<file path="config.mk">
export PLATFORM = sky130hd
export DESIGN_NAME = actuator_motion_controller
export DESIGN_NICKNAME = d
export VERILOG_FILES = /design/src/design/actuator_motion_controller.v /design/src/design/hold_timer.v
export VERILOG_INCLUDE_DIRS = /design/src /design/src/inc
export SDC_FILE = /design/constraint.sdc
export NUM_CORES = 1
export LEC_CHECK = 0
export BUFFER_PORTS_ARGS = -buffer_cell sky130_fd_sc_hd__buf_2
export CORE_ASPECT_RATIO = 1.1
export CORE_UTILIZATION = 42
export DETAILED_ROUTE_END_ITERATION = 16
export GPL_TIMING_DRIVEN = 1
export PLACE_DENSITY = 0.56
export SLEW_MARGIN = 20
export SYNTH_ARGS = -nofsm -noshare
export SYNTH_HDL_FRONTEND = slang
export SYNTH_SLANG_ARGS = --single-unit
</file>
<file path="constraint.sdc">
create_clock -name pclk -period 35.3 [get_ports pclk]
set_input_delay 1.765 -clock pclk [delete_from_list [all_inputs] [get_ports pclk]]
set_output_delay 1.765 -clock pclk [all_outputs]
set_load 0.01 [all_outputs]
</file>
<file path="src/inc/actuator_map.vh">
`ifndef ACTUATOR_MAP_VH
`define ACTUATOR_MAP_VH

// Register byte offsets
`define REG_CTRL_OFS      12'h000
`define REG_STATUS_OFS    12'h004
`define REG_LIMITS_OFS    12'h008
`define REG_POSITION_OFS  12'h00C

// Control fields
`define CTRL_FOLLOW_BIT   0
`define CTRL_RESET_VALUE  32'h0000_0000

// Status fields
`define STAT_SLEEP_BIT    0
`define STAT_END_MIN_BIT  1
`define STAT_END_MAX_BIT  2
`define STAT_EXT_BIT      3
`define STAT_RET_BIT      4
`define STAT_BRAKE_BIT    5

// Packed position fields in limits and position registers
`define FIELD_LO_LSB      0
`define FIELD_HI_LSB      16

// Position and setpoint codes, 12-bit converter over 0 V to 5 V
`define POS_WIDTH         12
`define POS_MIN           12'h000
`define POS_MAX           12'hFFF
`define SPAN_LO_CODE      12'h19A
`define SPAN_HI_CODE      12'hE66
`define FOLLOW_DEADBAND   12'h004

// Timing
`define CLK_HZ            20000000
`define IDLE_TIME_S       15
`define PROG_HOLD_S       5
`define IDLE_CYCLES       (`IDLE_TIME_S * `CLK_HZ)
`define PROG_HOLD_CYCLES  (`PROG_HOLD_S * `CLK_HZ)

`endif

</file>
<file path="src/design/actuator_motion_controller.v">
// The APB interface to the registers and the register offsets were left to the implementer.
`timescale 1ns/1ns
`include "actuator_map.vh"
// Notes on behaviour
// - Logic-level extend and retract inputs; both together stop
// - Sleep after fifteen idle seconds
// - New move command wakes and executes
// - Brake when a motion command drops and neither the other command nor the follower drives
// - Extend input extends, retract input retracts
// - End outputs close at min and max stroke
// - Follower tracks setpoint over 0.5-4.5 V span
// - Below span retracts fully, above extends fully
// - Linear placement, stroke over four per volt
// - Five second extend hold stores extend limit
// - Five second retract hold stores retract limit
// - Both held five seconds restores full stroke
// - Programming only at standstill, setpoint outside span
// - Motion confined within limits, span remapped
module actuator_motion_controller
#(
  parameter        POS_W            = `POS_WIDTH,
  parameter [31:0] IDLE_CYCLES      = `IDLE_CYCLES,
  parameter [31:0] PROG_HOLD_CYCLES = `PROG_HOLD_CYCLES
)
(
  input  wire             pclk,
  input  wire             presetn,
  input  wire             psel,
  input  wire             penable,
  input  wire             pwrite,
  input  wire [11:0]      paddr,
  input  wire [31:0]      pwdata,
  output reg  [31:0]      prdata,
  output reg              pready,
  output reg              pslverr,
  input  wire             extend_cmd,
  input  wire             retract_cmd,
  input  wire             prog_extend,
  input  wire             prog_retract,
  input  wire [POS_W-1:0] setpoint,
  input  wire [POS_W-1:0] position,
  output reg              drive_extend,
  output reg              drive_retract,
  output reg              brake,
  output reg              sleeping,
  output reg              end_min,
  output reg              end_max
);

  localparam [POS_W-1:0] SPAN_LO  = `SPAN_LO_CODE;
  localparam [POS_W-1:0] SPAN_HI  = `SPAN_HI_CODE;
  localparam [POS_W-1:0] DEADBAND = `FOLLOW_DEADBAND;
  localparam [POS_W-1:0] MECH_MIN = `POS_MIN;
  localparam [POS_W-1:0] MECH_MAX = `POS_MAX;

  reg              follow_en;
  reg [POS_W-1:0]  extend_limit;
  reg [POS_W-1:0]  retract_limit;
  reg [POS_W-1:0]  target;
  reg              next_drive_extend;
  reg              next_drive_retract;
  reg              next_sleeping;
  reg [POS_W-1:0]  next_target;
  reg              next_brake;
  reg              next_end_min;
  reg              next_end_max;
  reg [31:0]       read_value;
  reg              addr_ok;

  wire             fire_ext;
  wire             fire_ret;
  wire             fire_both;
  wire             fire_idle;

  // Command decode; both asserted together is a stop
  wire manual_ext = extend_cmd & ~retract_cmd;
  wire manual_ret = retract_cmd & ~extend_cmd;
  wire both_cmd   = extend_cmd & retract_cmd;
  wire any_cmd    = extend_cmd | retract_cmd;
  wire any_prog   = prog_extend | prog_retract;

  // Setpoint to target, span remapped onto the programmed limits
  reg [POS_W-1:0]   sp_off;
  reg [POS_W-1:0]   range;
  reg [2*POS_W-1:0] product;
  reg [2*POS_W-1:0] quotient;

  always @*
  begin
    sp_off   = setpoint - SPAN_LO;
    range    = extend_limit - retract_limit;
    product  = sp_off * range;
    quotient = product / (SPAN_HI - SPAN_LO);
    if (setpoint <= SPAN_LO)
      next_target = retract_limit;
    else if (setpoint >= SPAN_HI)
      next_target = extend_limit;
    else
      next_target = retract_limit + quotient[POS_W-1:0];
  end

  // Divide is a long path; the follower can stand one cycle of lag
  always @(posedge pclk or negedge presetn)
  begin
    if (!presetn)
      target <= MECH_MIN;
    else
      target <= next_target;
  end

  // Follower error beyond the deadband; the deadband stops hunting
  wire [POS_W:0] pos_wide = {1'b0, position};
  wire [POS_W:0] tgt_wide = {1'b0, target};
  wire [POS_W:0] db_wide  = {1'b0, DEADBAND};
  wire err_ext    = pos_wide + db_wide < tgt_wide;
  wire err_ret    = tgt_wide + db_wide < pos_wide;
  wire follow_ext = follow_en & ~any_cmd & err_ext;
  wire follow_ret = follow_en & ~any_cmd & err_ret;
  // Asleep, a follower error still counts, so a new setpoint is obeyed
  wire follow_err = follow_ext | follow_ret;

  // Motion stops at the programmed limits
  wire room_ext = position < extend_limit;
  wire room_ret = position > retract_limit;

  // A live command overrides sleep in the same cycle
  wire wake = any_cmd | any_prog | follow_err;

  always @*
  begin
    next_drive_extend  = 1'b0;
    next_drive_retract = 1'b0;
    next_sleeping      = sleeping;
    if (wake)
      next_sleeping = 1'b0;
    else if (fire_idle)
      next_sleeping = 1'b1;
    if (!both_cmd && !next_sleeping)
    begin
      next_drive_extend  = (manual_ext | follow_ext) & room_ext;
      next_drive_retract = (manual_ret | follow_ret) & room_ret;
    end
  end

  // Awake and not driving means braking, so a withdrawn command brakes unless the other command or the follower then drives
  always @*
  begin
    next_brake   = ~next_drive_extend & ~next_drive_retract & ~next_sleeping;
    next_end_min = (position <= MECH_MIN);
    next_end_max = (position >= MECH_MAX);
  end

  // Idle hold: nothing commanded, nothing moving, still awake
  wire idle_now = ~wake & ~drive_extend & ~drive_retract & ~sleeping;

  hold_timer #(.HOLD_CYCLES(IDLE_CYCLES)) idle_timer
  (
    .pclk    (pclk),
    .presetn (presetn),
    .active  (idle_now),
    .fire    (fire_idle)
  );

  // Programming qualifies only at standstill with setpoint outside the span
  wire prog_ok   = ~drive_extend & ~drive_retract & ~any_cmd &
                   ((setpoint < SPAN_LO) | (setpoint > SPAN_HI));
  wire hold_ext  = prog_ok & prog_extend & ~prog_retract;
  wire hold_ret  = prog_ok & prog_retract & ~prog_extend;
  wire hold_both = prog_ok & prog_extend & prog_retract;

  hold_timer #(.HOLD_CYCLES(PROG_HOLD_CYCLES)) ext_prog_timer
  (
    .pclk    (pclk),
    .presetn (presetn),
    .active  (hold_ext),
    .fire    (fire_ext)
  );

  hold_timer #(.HOLD_CYCLES(PROG_HOLD_CYCLES)) ret_prog_timer
  (
    .pclk    (pclk),
    .presetn (presetn),
    .active  (hold_ret),
    .fire    (fire_ret)
  );

  hold_timer #(.HOLD_CYCLES(PROG_HOLD_CYCLES)) clear_prog_timer
  (
    .pclk    (pclk),
    .presetn (presetn),
    .active  (hold_both),
    .fire    (fire_both)
  );

  // Limit storage; no ordering check, an inverted pair blocks motion while position lies between the two limits
  always @(posedge pclk or negedge presetn)
  begin
    if (!presetn)
    begin
      extend_limit  <= MECH_MAX;
      retract_limit <= MECH_MIN;
    end
    else if (fire_both)
    begin
      extend_limit  <= MECH_MAX;
      retract_limit <= MECH_MIN;
    end
    else if (fire_ext)
      extend_limit <= position;
    else if (fire_ret)
      retract_limit <= position;
  end

  // Motor outputs, all registered
  always @(posedge pclk or negedge presetn)
  begin
    if (!presetn)
    begin
      drive_extend  <= 1'b0;
      drive_retract <= 1'b0;
      brake         <= 1'b0;
      sleeping      <= 1'b0;
      end_min       <= 1'b0;
      end_max       <= 1'b0;
    end
    else
    begin
      drive_extend  <= next_drive_extend;
      drive_retract <= next_drive_retract;
      sleeping      <= next_sleeping;
      brake         <= next_brake;
      end_min       <= next_end_min;
      end_max       <= next_end_max;
    end
  end

  // Register read decode
  always @*
  begin
    read_value = 32'h0000_0000;
    addr_ok    = 1'b1;
    if (paddr == `REG_CTRL_OFS)
      read_value[`CTRL_FOLLOW_BIT] = follow_en;
    else if (paddr == `REG_STATUS_OFS)
    begin
      read_value[`STAT_SLEEP_BIT]   = sleeping;
      read_value[`STAT_END_MIN_BIT] = end_min;
      read_value[`STAT_END_MAX_BIT] = end_max;
      read_value[`STAT_EXT_BIT]     = drive_extend;
      read_value[`STAT_RET_BIT]     = drive_retract;
      read_value[`STAT_BRAKE_BIT]   = brake;
    end
    else if (paddr == `REG_LIMITS_OFS)
    begin
      read_value[`FIELD_LO_LSB +: POS_W] = retract_limit;
      read_value[`FIELD_HI_LSB +: POS_W] = extend_limit;
    end
    else if (paddr == `REG_POSITION_OFS)
    begin
      read_value[`FIELD_LO_LSB +: POS_W] = position;
      read_value[`FIELD_HI_LSB +: POS_W] = target;
    end
    else
      addr_ok = 1'b0;
  end

  // APB slave: answer is prepared in setup so pready comes from a flop
  wire setup_phase  = psel & ~penable;
  wire access_done  = psel & penable & pready;

  always @(posedge pclk or negedge presetn)
  begin
    if (!presetn)
    begin
      pready    <= 1'b0;
      pslverr   <= 1'b0;
      prdata    <= 32'h0000_0000;
      follow_en <= 1'b0;
    end
    else
    begin
      if (setup_phase)
      begin
        pready  <= 1'b1;
        pslverr <= ~addr_ok;
        prdata  <= pwrite ? 32'h0000_0000 : read_value;
      end
      else
      begin
        pready  <= 1'b0;
        pslverr <= 1'b0;
        prdata  <= 32'h0000_0000;
      end
      // Only control is writable; other offsets ignore writes
      if (access_done && pwrite && paddr == `REG_CTRL_OFS)
        follow_en <= pwdata[`CTRL_FOLLOW_BIT];
    end
  end

endmodule // actuator_motion_controller

</file>
<file path="src/design/hold_timer.v">
`timescale 1ns/1ns
// Pulses once when active has held for HOLD_CYCLES; rearms after active drops
module hold_timer
#(
  parameter [31:0] HOLD_CYCLES = 32'd100
)
(
  input  wire pclk,
  input  wire presetn,
  input  wire active,
  output reg  fire
);

  reg [31:0] count;
  reg        done;

  always @(posedge pclk or negedge presetn)
  begin
    if (!presetn)
    begin
      count <= 32'h0000_0000;
      done  <= 1'b0;
      fire  <= 1'b0;
    end
    else if (!active)
    begin
      // Any break in the hold restarts the wait
      count <= 32'h0000_0000;
      done  <= 1'b0;
      fire  <= 1'b0;
    end
    else if (!done && count >= HOLD_CYCLES - 32'd1)
    begin
      done <= 1'b1;
      fire <= 1'b1;
    end
    else
    begin
      if (!done)
        count <= count + 32'd1;
      fire <= 1'b0;
    end
  end

endmodule // hold_timer

</file>
* Yosys cells after proc, flatten, opt, wreduce, memory -nomap -nowiden
Index checks and enable logic that the tools add are counted.
** Word-level totals
- Flip-flop bits (word level) :: 213
- Input port bits :: 77
- Output and inout port bits :: 40
- Logic and storage cells :: 190
** Operators by class
- $add $sub $neg :: 9
- $mul :: 1
- Divide/modulo/power cells :: 1
- $lt $le $gt $ge :: 14
- Eq/ne operators :: 16
- Multiplexer cells :: 57
- Bitwise gates (word level) :: 46
- Reduce and logical (&&, ||, !) cells :: 21
** Operators with widths (count)
- $mux 32 :: 13
- $mux 12 :: 13
- $add 32x1->32 const B :: 4
- $ge 32x27->1 const B :: 3
- $ge 32x29->1 const B :: 1
- $mux 28 :: 1
- $mux 1 :: 27
- $add 12x3->13 const B :: 2
- $lt 13x12->1 :: 2
- $and 1x1->1 :: 24
- $div 24x12->24 const B :: 1
- $eq 12x4->1 const B :: 2
- $ge 12x12->1 const B :: 2
- $mul 12x12->24 :: 1
- $ne 2x2->1 const B :: 12
- $not 1->1 :: 14
- $add 12x12->12 :: 1
- $eq 12x3->1 const B :: 1
- $gt 12x12->1 :: 1
- $gt 12x12->1 const B :: 1
- $le 12x1->1 const B :: 1
- $le 12x9->1 const B :: 1
- $logic_not 12->1 :: 1
- $lt 12x12->1 :: 1
- other kinds (11) :: 35

* Logic depth before layout (Yosys ltp)
Gate-level depths: netlist (run 1).
- Depth in word-level cells :: 13
- Mapped depth :: 95

* Modules after synthesis
Synthesis (run 1) repeated with hierarchy kept, for this count alone.
** Second synthesis, totals
- Cell total of the unflattened synthesis :: 2867
- Area total of the unflattened synthesis :: 23660.2 µm²
** By module, submodules not included
- actuator_motion_controller :: times used 1, cells an instance 2079, area each 16240.6 µm², seq. area each 1741.7 µm²
- hold_timer (clear_prog_timer ...) :: times used 3, cells an instance 195, area each 1838.0 µm², seq. area each 850.8 µm²
- hold_timer (idle_timer) :: times used 1, cells an instance 203, area each 1905.6 µm², seq. area each 850.8 µm²

* Least setup slack after synthesis (run 1)
Ideal clock, no wire load.
- Path kind :: input to register
- Start point :: input setpoint[1]
- End point :: register target[11]
- Data arrival time :: 20089 ps
- Data required time :: 35179 ps
- Path slack :: 15089 ps
- Stages on the path :: 83
- Path buffers :: 7
- Path through :: clkbuf_1 > inv_2 > ha_1 > o21ai_0 > and3_1 > xnor2_1 > clkbuf_1 > nand2_1 > fa_1 > inv_1 > fa_1 > fa_1 > fa_1 > inv_1 > fa_1 > inv_1 > ha_1 > buf_2 > [47 not listed] > mux2_4 > a31oi_1 > o32ai_1 > ha_1 > a21o_1 > a21o_1 > a21o_1 > a21oi_1 > o21bai_1 > a21oi_1 > o21bai_1 > a21oi_1 > o21bai_1 > a21oi_1 > xnor2_1 > nor2_1 > a21oi_1 > o22a_1
** On the way
- Longest elaborated chain between the ends :: 6
** Ends and longest elaborated chain
- from (decl) :: line actuator_motion_controller.v:40 : input wire [POS_W-1:0] setpoint,
- $sub 12x9->12 :: line actuator_motion_controller.v:90 : sp_off = setpoint - SPAN_LO;
- $mul 12x12->24 :: line actuator_motion_controller.v:92 : product = sp_off * range;
- $div 24x12->24 :: line actuator_motion_controller.v:93 : quotient = product / (SPAN_HI - SPAN_LO);
- $add 12x12->12 :: line actuator_motion_controller.v:99 : next_target = retract_limit + quotient[POS_W-1:0];
- $mux 12 :: line actuator_motion_controller.v:96 : else if (setpoint >= SPAN_HI)
- $mux 12 (*) :: line actuator_motion_controller.v:94 : if (setpoint <= SPAN_LO)
- via next_target[11] :: line actuator_motion_controller.v:63 : reg [POS_W-1:0] next_target;
- to (signal assigned) :: line actuator_motion_controller.v:108 : target <= next_target;
- to (decl) :: line actuator_motion_controller.v:59 : reg [POS_W-1:0] target;
Mark *: on every way through the listed nets, which the timed path passes. The rest lies on a longest branch.
A chain may end at the register's enable or synchronous reset.

* Worst setup path in the final report (run 1)
- Start point :: register retract_limit[1]
- End point :: register target[11]
** On the way
- Longest elaborated chain between the ends :: 6
** Ends and longest elaborated chain
- from (decl) :: line actuator_motion_controller.v:58 : reg [POS_W-1:0] retract_limit;
- from (signal assigned) :: line actuator_motion_controller.v:211 : retract_limit <= position;
- $sub 12x12->12 :: line actuator_motion_controller.v:91 : range = extend_limit - retract_limit;
- $mul 12x12->24 :: line actuator_motion_controller.v:92
- $div 24x12->24 :: line actuator_motion_controller.v:93
- $add 12x12->12 (*) :: line actuator_motion_controller.v:99
- $mux 12 (*) :: line actuator_motion_controller.v:96
- $mux 12 (*) :: line actuator_motion_controller.v:94
- via next_target[11] :: line actuator_motion_controller.v:63
Marks and branches as above.

==> results of run 1 <==
-- metrics by stage --
stage	instances	utilization, %	worst slack, ns
global route	3458	46.0	8.00
floorplan	2757	-	15.09
detailed placement	3421	44.6	10.28
CTS	3458	46.0	10.19
global placement	3421	44.6	10.65
finish	3458	46.0	10.00
-- placed cells by master (no fill, tap or decap), types with 42 or more instances in the layout --
master | netlist | final
a21oi_1 | 153 | 153
buf_2 | 17 | 76
dfrtp_1 | 193 | 193
fa_1 | 102 | 102
ha_1 | 137 | 137
inv_1 | 213 | 213
nand2_1 | 251 | 251
nand2b_1 | 63 | 63
nand3_1 | 73 | 73
nand4_1 | 49 | 49
nor2_1 | 330 | 330
nor3_1 | 42 | 42
o21ai_0 | 107 | 107
xnor2_1 | 105 | 105
xor2_1 | 90 | 90
-- worst max-delay path, delay by kind of cell, from the launching register on --
family | cells | cell delay (ns)
DFF | 1 | 0.59
muxes | 3 | 1.21
xor gates and xnor gates | 5 | 2.21
AOI/OAI and AO/OA | 46 | 12.77
adders and majority gates | 8 | 3.66
and+or+nand+nor | 16 | 4.06
buffers and inverters | 5 | 0.64
-- layer usage --
metal | up-vias | wire (um)
met5 | - | 0
met4 | 0 | 877
met3 | 56 | 1940
met2 | 384 | 29500
met1 | 9781 | 27900
li1 | 9742 | -
-- kinds of logic (layout without fill, tap and decap cells) --
family | after synthesis | count (layout) | share of synthesized area [%]
adder cells (fa/ha/maj) | 243 | 243 | 16.7
other | 1 | 8 | 0.0165
multiplexers | 60 | 60 | 2.84
flip-flops | 205 | 205 | 22.7
XOR/XNOR | 200 | 200 | 7.89
buffers and inverters | 322 | 348 | 5.79
AO/OA/AOI/OAI | 650 | 650 | 20.8
AND/OR/NAND/NOR | 1069 | 1069 | 23.2
-- sequential cells by signal, summed over array words and instances, names as in the netlist, 12 cells and up --
register                flops
ret_prog_timer.count       32
clear_prog_timer.count     32
extend_limit               12
idle_timer.count           32
retract_limit              12
target                     12
ext_prog_timer.count       32
prdata                     24
-- final cells by class --
| class | instances | area, um^2 |
|---|---|---|
| flip-flops and latches | 205 | 5140 |
| well taps | 675 | 845 |
| clock inverters | 13 | 156 |
| clock buffers | 24 | 567 |
| fillers | 5296 | 28600 |
| inverters | 217 | 822 |
| multi-input cells | 2230 | 16200 |
| repair buffers | 94 | 522 |
-- final timing paths --
path / to / startpoint / cells after the start / slack, ns
setup / recovery: target[11] / retract_limit[1] / 83 / 10.00
hold / removal: ret_prog_timer.fire / ret_prog_timer.done / 1 / 0.42
setup reg to reg: target[11] / retract_limit[1] / 83 / 10.00
hold reg to reg: ret_prog_timer.fire / ret_prog_timer.done / 1 / 0.42
max in group asynchronous: ext_prog_timer.count[2] / presetn / 3 / 31.95
min in group asynchronous: ret_prog_timer.count[13] / presetn / 1 / 1.32
==> flow_summary_export.csv, run 1 <==
group,metric,value,unit
synthesis,ys_ff_latch,205,
global_route,grt_start_max_net_pins,94,
routing,final_antenna_net_count,0,
routing,drt_pass1_iterations,9,
sta,period_minus_slack,25.30,ns
sta,rsz0062_at_grt,"no",
placed_design,placed_cell_area,23600,um^2
synthesis,ys_async_sr_fraction,100,%
global_route,antenna_found_initial,0,
sta,post-route-period-util,71.7,%
die,rows,88,
synthesis,synth-edff-count,0,
placed_design,portBuffers,77,
global_route,grt_util_met3,1.41,%
clock_network,cts_tree,"built",
synthesis,ys_warn_count,0,
die,core_area,52900,um^2
clock_network,htree_levels,1,
routing,wl_per_cell,17.4,um
synthesis,synthTopCellsByArea,"dfrtp_1, fa_1, ha_1",
placed_design,dpl.hpwl,46.2,mm
clock_network,clk_latency,0.52,ns
global_route,grt_pass1_wl,101,mm
flow_run,max_cap_violations,0,
routing,drt-vias-per-instance,5.77,
clock_network,cts.sinks,205,
routing,drt-total-wl,60.2,mm
die,start_util,42.9,%
global_route,grt_util_met1,29.8,%
clock_network,cts_resized,0,
critical_path,cp-end-kind,"flip-flop",
layout,drive_above_1_share,9.85,%
synthesis,synth_most_common_cell,"nor2_1",
layout,area_growth,7.18,%
clock_network,cts_buffers,21,
clock_network,clockBufferDepth,3,
synthesis,ys_seq_area_share,22.7,%
sta,max_clock_freq,0.0395,GHz
sta,tightest_slew,1.07,ns
synthesis,yosysTopAreaCellShare,21.3,%
synthesis,synth.distinct_cells,135,
critical_path,path_max_fanout,13,
global_route,grt_pass1_vias,20000,
routing,first_iter_violations,1447,
critical_path,cp_data_arrival_time,25.69,ns
die,die_w,223,um
synthesis,yosys.area.top_type,"dfrtp_1",
routing,vias,20000,
clock_network,cts.clk_slew.worst_paths,0.07,ns
global_route,grt_util_met2,39.2,%
synthesis,netlist_area,22700,um^2
synthesis,netlist_top_cells_count,"nor2_1, nand2_1, inv_1",
critical_path,path_class,"reg -> reg",
die,die_area,54900,um^2
critical_path,slowest_delay,0.85,ns
sta,hold_ws,0.422,ns
clock_network,root_buffer,"clkbuf_16",
critical_path,critPathSlowestCell,"xnor2_1",
placed_design,place_congestion,0.847,
critical_path,worst_path_most_repeated_cell,"a21o_1",
layout,final_nets,3085,
global_route,grt_usage,22.2,%
hold_path,min_path_type,"reg -> reg",
die,die_h,246,um
sta,slew_headroom,28.5,%
critical_path,worstPathRequired,35.69,ns
sta,hold_violations,0,
sta,maxSlewViolCount,0,
synthesis,synth_ff_type,"dfrtp_1",
sta,setup_viol,0,
clock_network,cts_hold_buf,0,
critical_path,start_kind,"flip-flop",
routing,drc,0,
global_route,grt-busiest-layer,"met2",
status,run_status,"completed",
synthesis,syn_inst,2750,
global_route,grt_remaining_overflow,0,
sta,setup_tns,0,ns
synthesis,avgSynthCellArea,8.24,um^2
layout,fin_area,24300,um^2
clock_network,cts_setup_buffers,0,
layout,diodes,0,
die,io_pins,117,
sta,finClkSkew,0.0186,ns
Power of run 1 is left out: the tool's default activity adds up to more than one toggle a clock period on the data nets, which glitch-free logic cannot reach.
==> run 2, diff against run 1 <==
- PLACE_DENSITY: 0.56 -> 0.58
- clock period: 35.3 -> 22.1 ns (I/O delays scaled with it)
==> run 2 against run 1 <==
Via count grew 2.7%; count of clock-buffer cells in the layout grew 5; flip-flop and latch count is the same; routed wire length grew 4.2%; cell area grew 4.5%; first-iteration DRC count shrank 7.3%; sequential share of layout area shrank 0.92 points; non-clock buffer count grew 81.
==> flow_summary_export.csv, run 2 (synthesis results as in run 1) <==
group,metric,value,unit
status,run_status,"completed",
sta,post-route-period-util,95.8,%
sta,period_minus_slack,21.16,ns
critical_path,path_class,"reg -> reg",
clock_network,cts_buffers,21,
placed_design,dpl.hpwl,47.8,mm
global_route,grt_start_max_net_pins,82,
die,die_h,246,um
layout,utilization,48.1,%
placed_design,place_congestion,0.878,
clock_network,cts_hold_buf,0,
layout,drive_above_1_share,15.0,%
layout,layout_common_cells,"nor2_1, nand2_1, inv_1, dfrtp_1, a21oi_1",
global_route,grt_remaining_overflow,0,
layout,area_growth,12.1,%
global_route,grt_pass1_wl,103,mm
clock_network,cts.sinks,205,
die,start_util,42.9,%
routing,wl_per_cell,17.7,um
routing,final_antenna_net_count,0,
critical_path,critPathSlowestCell,"or4b_4",
sta,maxSlewViolCount,0,
critical_path,rrSetupSlack,0.94,ns
critical_path,path_max_fanout,11,
sta,slew_headroom,33.4,%
clock_network,clockBufferDepth,3,
placed_design,portBuffers,77,
flow_run,max_cap_violations,0,
routing,first_iter_violations,1341,
sta,finClkSkew,0.0135,ns
routing,drt_pass1_iterations,6,
sta,setup_ws,0.936,ns
sta,max_clock_freq,0.0473,GHz
die,die_w,223,um
global_route,antenna_found_initial,2,
die,core_area,52900,um^2
routing,drc,0,
global_route,grt-busiest-layer,"met2",
sta,setup_viol,0,
sta,hold_violations,0,
global_route,grt_pass1_vias,20100,
global_route,grt_util_met3,2.39,%
sta,tightest_slew,0.996,ns
clock_network,cts_tree,"built",
clock_network,clk_latency,0.52,ns
routing,vias,20500,
critical_path,cp_data_arrival_time,21.61,ns
clock_network,htree_levels,1,
critical_path,worstPathRequired,22.55,ns
die,io_pins,117,
placed_design,pre_cts_slack,0.299,ns
routing,drt-total-wl,62.7,mm
placed_design,placed_cells,3479,
critical_path,cp-end-kind,"flip-flop",
global_route,grt_util_met1,30.2,%
critical_path,worst_path_most_repeated_cell,"a21o_1",
global_route,grt_usage,22.6,%
critical_path,start_kind,"flip-flop",
die,rows,88,
layout,fin_cells,3541,
layout,fillers,5183,
layout,final_common_cell,"nor2_1",
die,die_area,54900,um^2
critical_path,crit_buf_inv,8,
critical_path,slowest_delay,0.61,ns
routing,drt-vias-per-instance,5.79,
layout,final_nets,3167,
critical_path,path_delay_family,"compound AO/OA/AOI/OAI gates",
hold_path,min_path_type,"reg -> reg",
global_route,grt_util_met2,39.2,%
clock_network,root_buffer,"clkbuf_16",
clock_network,cts.clk_slew.worst_paths,0.07,ns
## run 2: changes by cell type in the layout (fill, tap and decap cells not counted), sizes merged
cell,previous run,this run
a31oi,27,28
buf,93,174
bufinv,3,0
clkbuf,25,30
clkinv,7,5
clkinvlp,2,1
diode,0,1
inv,218,219
## run 2: worst paths after layout
kind	from	to	cells past startpoint
worst max-delay path	extend_limit[1]	target[10]	87
worst min-delay path	ret_prog_timer.done	ret_prog_timer.fire	1
worst max register to register	extend_limit[1]	target[10]	87
worst min register to register	ret_prog_timer.done	ret_prog_timer.fire	1
max in group asynchronous	presetn	ret_prog_timer.count[10]	3
min in group asynchronous	presetn	prdata[22]	1
## run 2: layout make-up
class / count / area [um^2] / area share [%]
Inverter: 217 / 822 / 3.24
Tap cell: 675 / 845 / 3.33
Antenna cell: 1 / 2.50 / 0.00985
Timing Repair Buffer: 175 / 1140 / 4.49
Clock buffer: 29 / 596 / 2.35
Multi-Input combinational cell: 2231 / 16800 / 66.1
Clock inverter: 8 / 50.0 / 0.197
Sequential cell: 205 / 5140 / 20.3
## run 2: layer usage
layer	up-vias	share of wire [%]
li1	9912	-
met1	10000	46
met2	465	48
met3	92	3.7
met4	4	2.1
met5	-	0.043
## run 2: what timing repair did
| action | 4_1_cts | 5_1_grt |
|---|---|---|
| resized for setup | 0 | 108 |
| buffers inserted | 0 | 23 |
| endpoints found under the setup margin | 0 | 11 |
## run 2: metrics by stage
| step | area [um^2] | TNS (ns) | hold WS (ns) |
|---|---|---|---|
| after global placement | 24000 | 0 | 0.412 |
| after global routing | 25400 | -0.269 | 0.455 |
| after CTS | 24600 | 0 | 0.437 |
| final | 25400 | 0 | 0.432 |
| after floorplan | 22700 | 0 | 0.401 |
| after detailed placement | 24000 | 0 | 0.426 |
Power of run 2 is left out for the same reason.
==> run 3, diff against run 2 <==
- ABC_AREA: unset -> 1
- PLACE_DENSITY: 0.58 -> 0.59
==> run 3 against run 2 <==
Count of clock-buffer cells in the layout is 7 higher; worst hold slack better by 0.0039 ns; first-iteration DRC count is 0.97% lower; largest cell class unchanged.
==> flow_summary_export.csv, run 3 <==
group,metric,value,unit
global_route,grt_start_max_net_pins,137,
sta,post-route-period-util,90.4,%
clock_network,cts_setup_buffers,0,
placed_design,placed_cells,3800,
clock_network,cts.clk_slew.worst_paths,0.06,ns
synthesis,ys_ff_latch,205,
critical_path,cp_data_arrival_time,20.36,ns
critical_path,path_class,"reg -> reg",
sta,setup_viol,0,
synthesis,synth.distinct_cells,69,
routing,wl_per_cell,14.6,um
die,core_area,52400,um^2
layout,diodes,0,
critical_path,crit_buf_inv,15,
routing,final_antenna_net_count,0,
sta,maxSlewViolCount,0,
flow_run,max_cap_violations,0,
routing,wl_met1,25.8,mm
critical_path,start_kind,"flip-flop",
routing,first_iter_violations,1328,
layout,final_nets,3468,
sta,setup_ws,2.12,ns
routing,drt-total-wl,56.0,mm
synthesis,netlist_area,22300,um^2
clock_network,htree_levels,1,
sta,setup_tns,0,ns
synthesis,ys_async_sr_fraction,100,%
routing,wl_met3,2.07,mm
routing,drt-vias-per-instance,5.14,
placed_design,pre_cts_slack,2.16,ns
power,ir_worst_vdd,46.3,uV
critical_path,path_max_fanout,13,
critical_path,startpoint,"retract_limit[2]",
synthesis,syn_inst,3074,
hold_path,hp-start,"ret_prog_timer.done",
routing,drc,0,
critical_path,worst_path_most_repeated_cell,"nand2_1",
routing,vias,19700,
die,die_w,222,um
clock_network,clk_latency,0.54,ns
clock_network,root_buffer,"clkbuf_16",
power,power_leakage,12.7,nW
routing,drt_pass1_iterations,7,
layout,fin_cells,3844,
synthesis,yosys.area.top_type,"dfrtp_1",
clock_network,cts_tree,"built",
critical_path,worstPathRequired,22.48,ns
hold_path,min_path_type,"reg -> reg",
synthesis,avgSynthCellArea,7.26,um^2
layout,final_common_cell,"nand2_1",
layout,area_growth,8.45,%
synthesis,ys_seq_area_share,23.1,%
routing,top_layer,"met4",
sta,max_clock_freq,0.0501,GHz
sta,slew_headroom,33.1,%
routing,wl_met2,27.0,mm
clock_network,cts.sinks,205,
die,io_pins,117,
placed_design,portBuffers,77,
global_route,antenna_found_initial,1,
synthesis,ys_warn_count,0,
sta,finClkSkew,0.0146,ns
synthesis,yosysTopAreaCellShare,21.7,%
synthesis,synth-edff-count,0,
clock_network,cts_buffers,24,
power,power_density,51.7,nW/um^2
die,die_area,54000,um^2
global_route,grt_pass1_wl,94.7,mm
clock_network,cts_resized,0,
critical_path,slowest_delay,0.55,ns
critical_path,cp-end-kind,"flip-flop",
sta,rsz0062_at_grt,"no",
placed_design,place_congestion,0.922,
layout,layout_common_cells,"nand2_1, inv_1, nor2_1, dfrtp_1, nand3_1",
clock_network,clockBufferDepth,3,
clock_network,cts_hold_buf,0,
synthesis,synth_ff_type,"dfrtp_1",
sta,hold_violations,0,
sta,period_minus_slack,19.98,ns
placed_design,dpl.hpwl,45.4,mm
critical_path,critPathSlowestCell,"fa_1",
die,start_util,42.6,%
critical_path,reg2reg_from,"retract_limit[2]",
power,total_power,1.25,mW
global_route,grt_usage,21.1,%
layout,drive_above_1_share,15.7,%
synthesis,synth_most_common_cell,"nand2_1",
sta,tightest_slew,1.00,ns
sta,hold_ws,0.436,ns
die,die_h,244,um
die,rows,88,
status,run_status,"completed",
synthesis,netlist_top_cells_count,"nand2_1, inv_1, nor2_1",
critical_path,path_delay_family,"simple AND/OR/NAND/NOR gates",
synthesis,synthTopCellsByArea,"dfrtp_1, nand2_1, fa_1",
global_route,grt_pass1_vias,19400,
global_route,grt_remaining_overflow,0,
[run 3: changes by cell type in the layout (fill, tap and decap cells not counted), sizes merged, moves of 32 or more]
cell / delta
inv: +351
xnor2: -96
mux2i: -43
a21o: -36
and2: -32
nand2b: -63
xor2: -38
nor2b: -35
nand2: +592
or3: -34
nand3: +149
and3: -35
buf: -87
[run 3: report_power, final]
| group | switching (mW) | internal [mW] |
|---|---|---|
| Sequential | 0.0147 | 0.388 |
| Clock | 0.162 | 0.238 |
| Combinational | 0.293 | 0.156 |
| Total | 0.470 | 0.782 |
[run 3: final timing paths]
path,to,slack (ns),cells after the start
worst min-delay path,ret_prog_timer.fire,0.44,1
min in group asynchronous,clear_prog_timer.count[22],0.45,1
worst max-delay path,target[10],2.12,126
worst max register to register,target[10],2.12,126
max in group asynchronous,ret_prog_timer.done,20.42,2
worst min register to register,ret_prog_timer.fire,0.44,1
[run 3: layout make-up]
| class | instances | area (um^2) |
|---|---|---|
| Inverter | 585 | 2220 |
| Tap cell | 675 | 845 |
| Sequential cell | 205 | 5140 |
| Timing Repair Buffer | 87 | 490 |
| Fill cell | 5277 | 28200 |
| Clock buffer | 36 | 686 |
| Multi-Input combinational cell | 2249 | 14700 |
| Clock inverter | 7 | 98.8 |
[run 3: logic make-up after synthesis]
kind of cell	share of synthesized area, %
XOR/XNOR	2.71
AO/OA/AOI/OAI	10.3
buffers and inverters	11.2
adder cells (fa/ha/maj)	16.8
flip-flops	23.1
AND/OR/NAND/NOR	35.8
other	0.0168
[run 3: worst reg2reg max path, delay by kind of cell, from the launching register on]
family	cells	cell delay, ns
compound gates	14	1.87
xor+xnor	3	0.64
fa+ha+maj	9	4.06
buf+inv	15	1.51
flops	1	0.42
simple gates	85	11.31
[run 3: routing by layer]
layer  GRT usage, %  up-vias
met5              0        -
met4           4.64        0
met3           2.28       71
met2           37.2      359
met1           27.8     9412
li1               -     9903
[run 3: metrics by stage]
step                      util [%]  instance area, um^2
after floorplan                  -                22300
final                         46.2                24200
after detailed placement      44.6                23400
after global placement        44.6                23400
after global routing          46.2                24200
after CTS                     46.1                24200
Power figures use the tool's default switching activity.
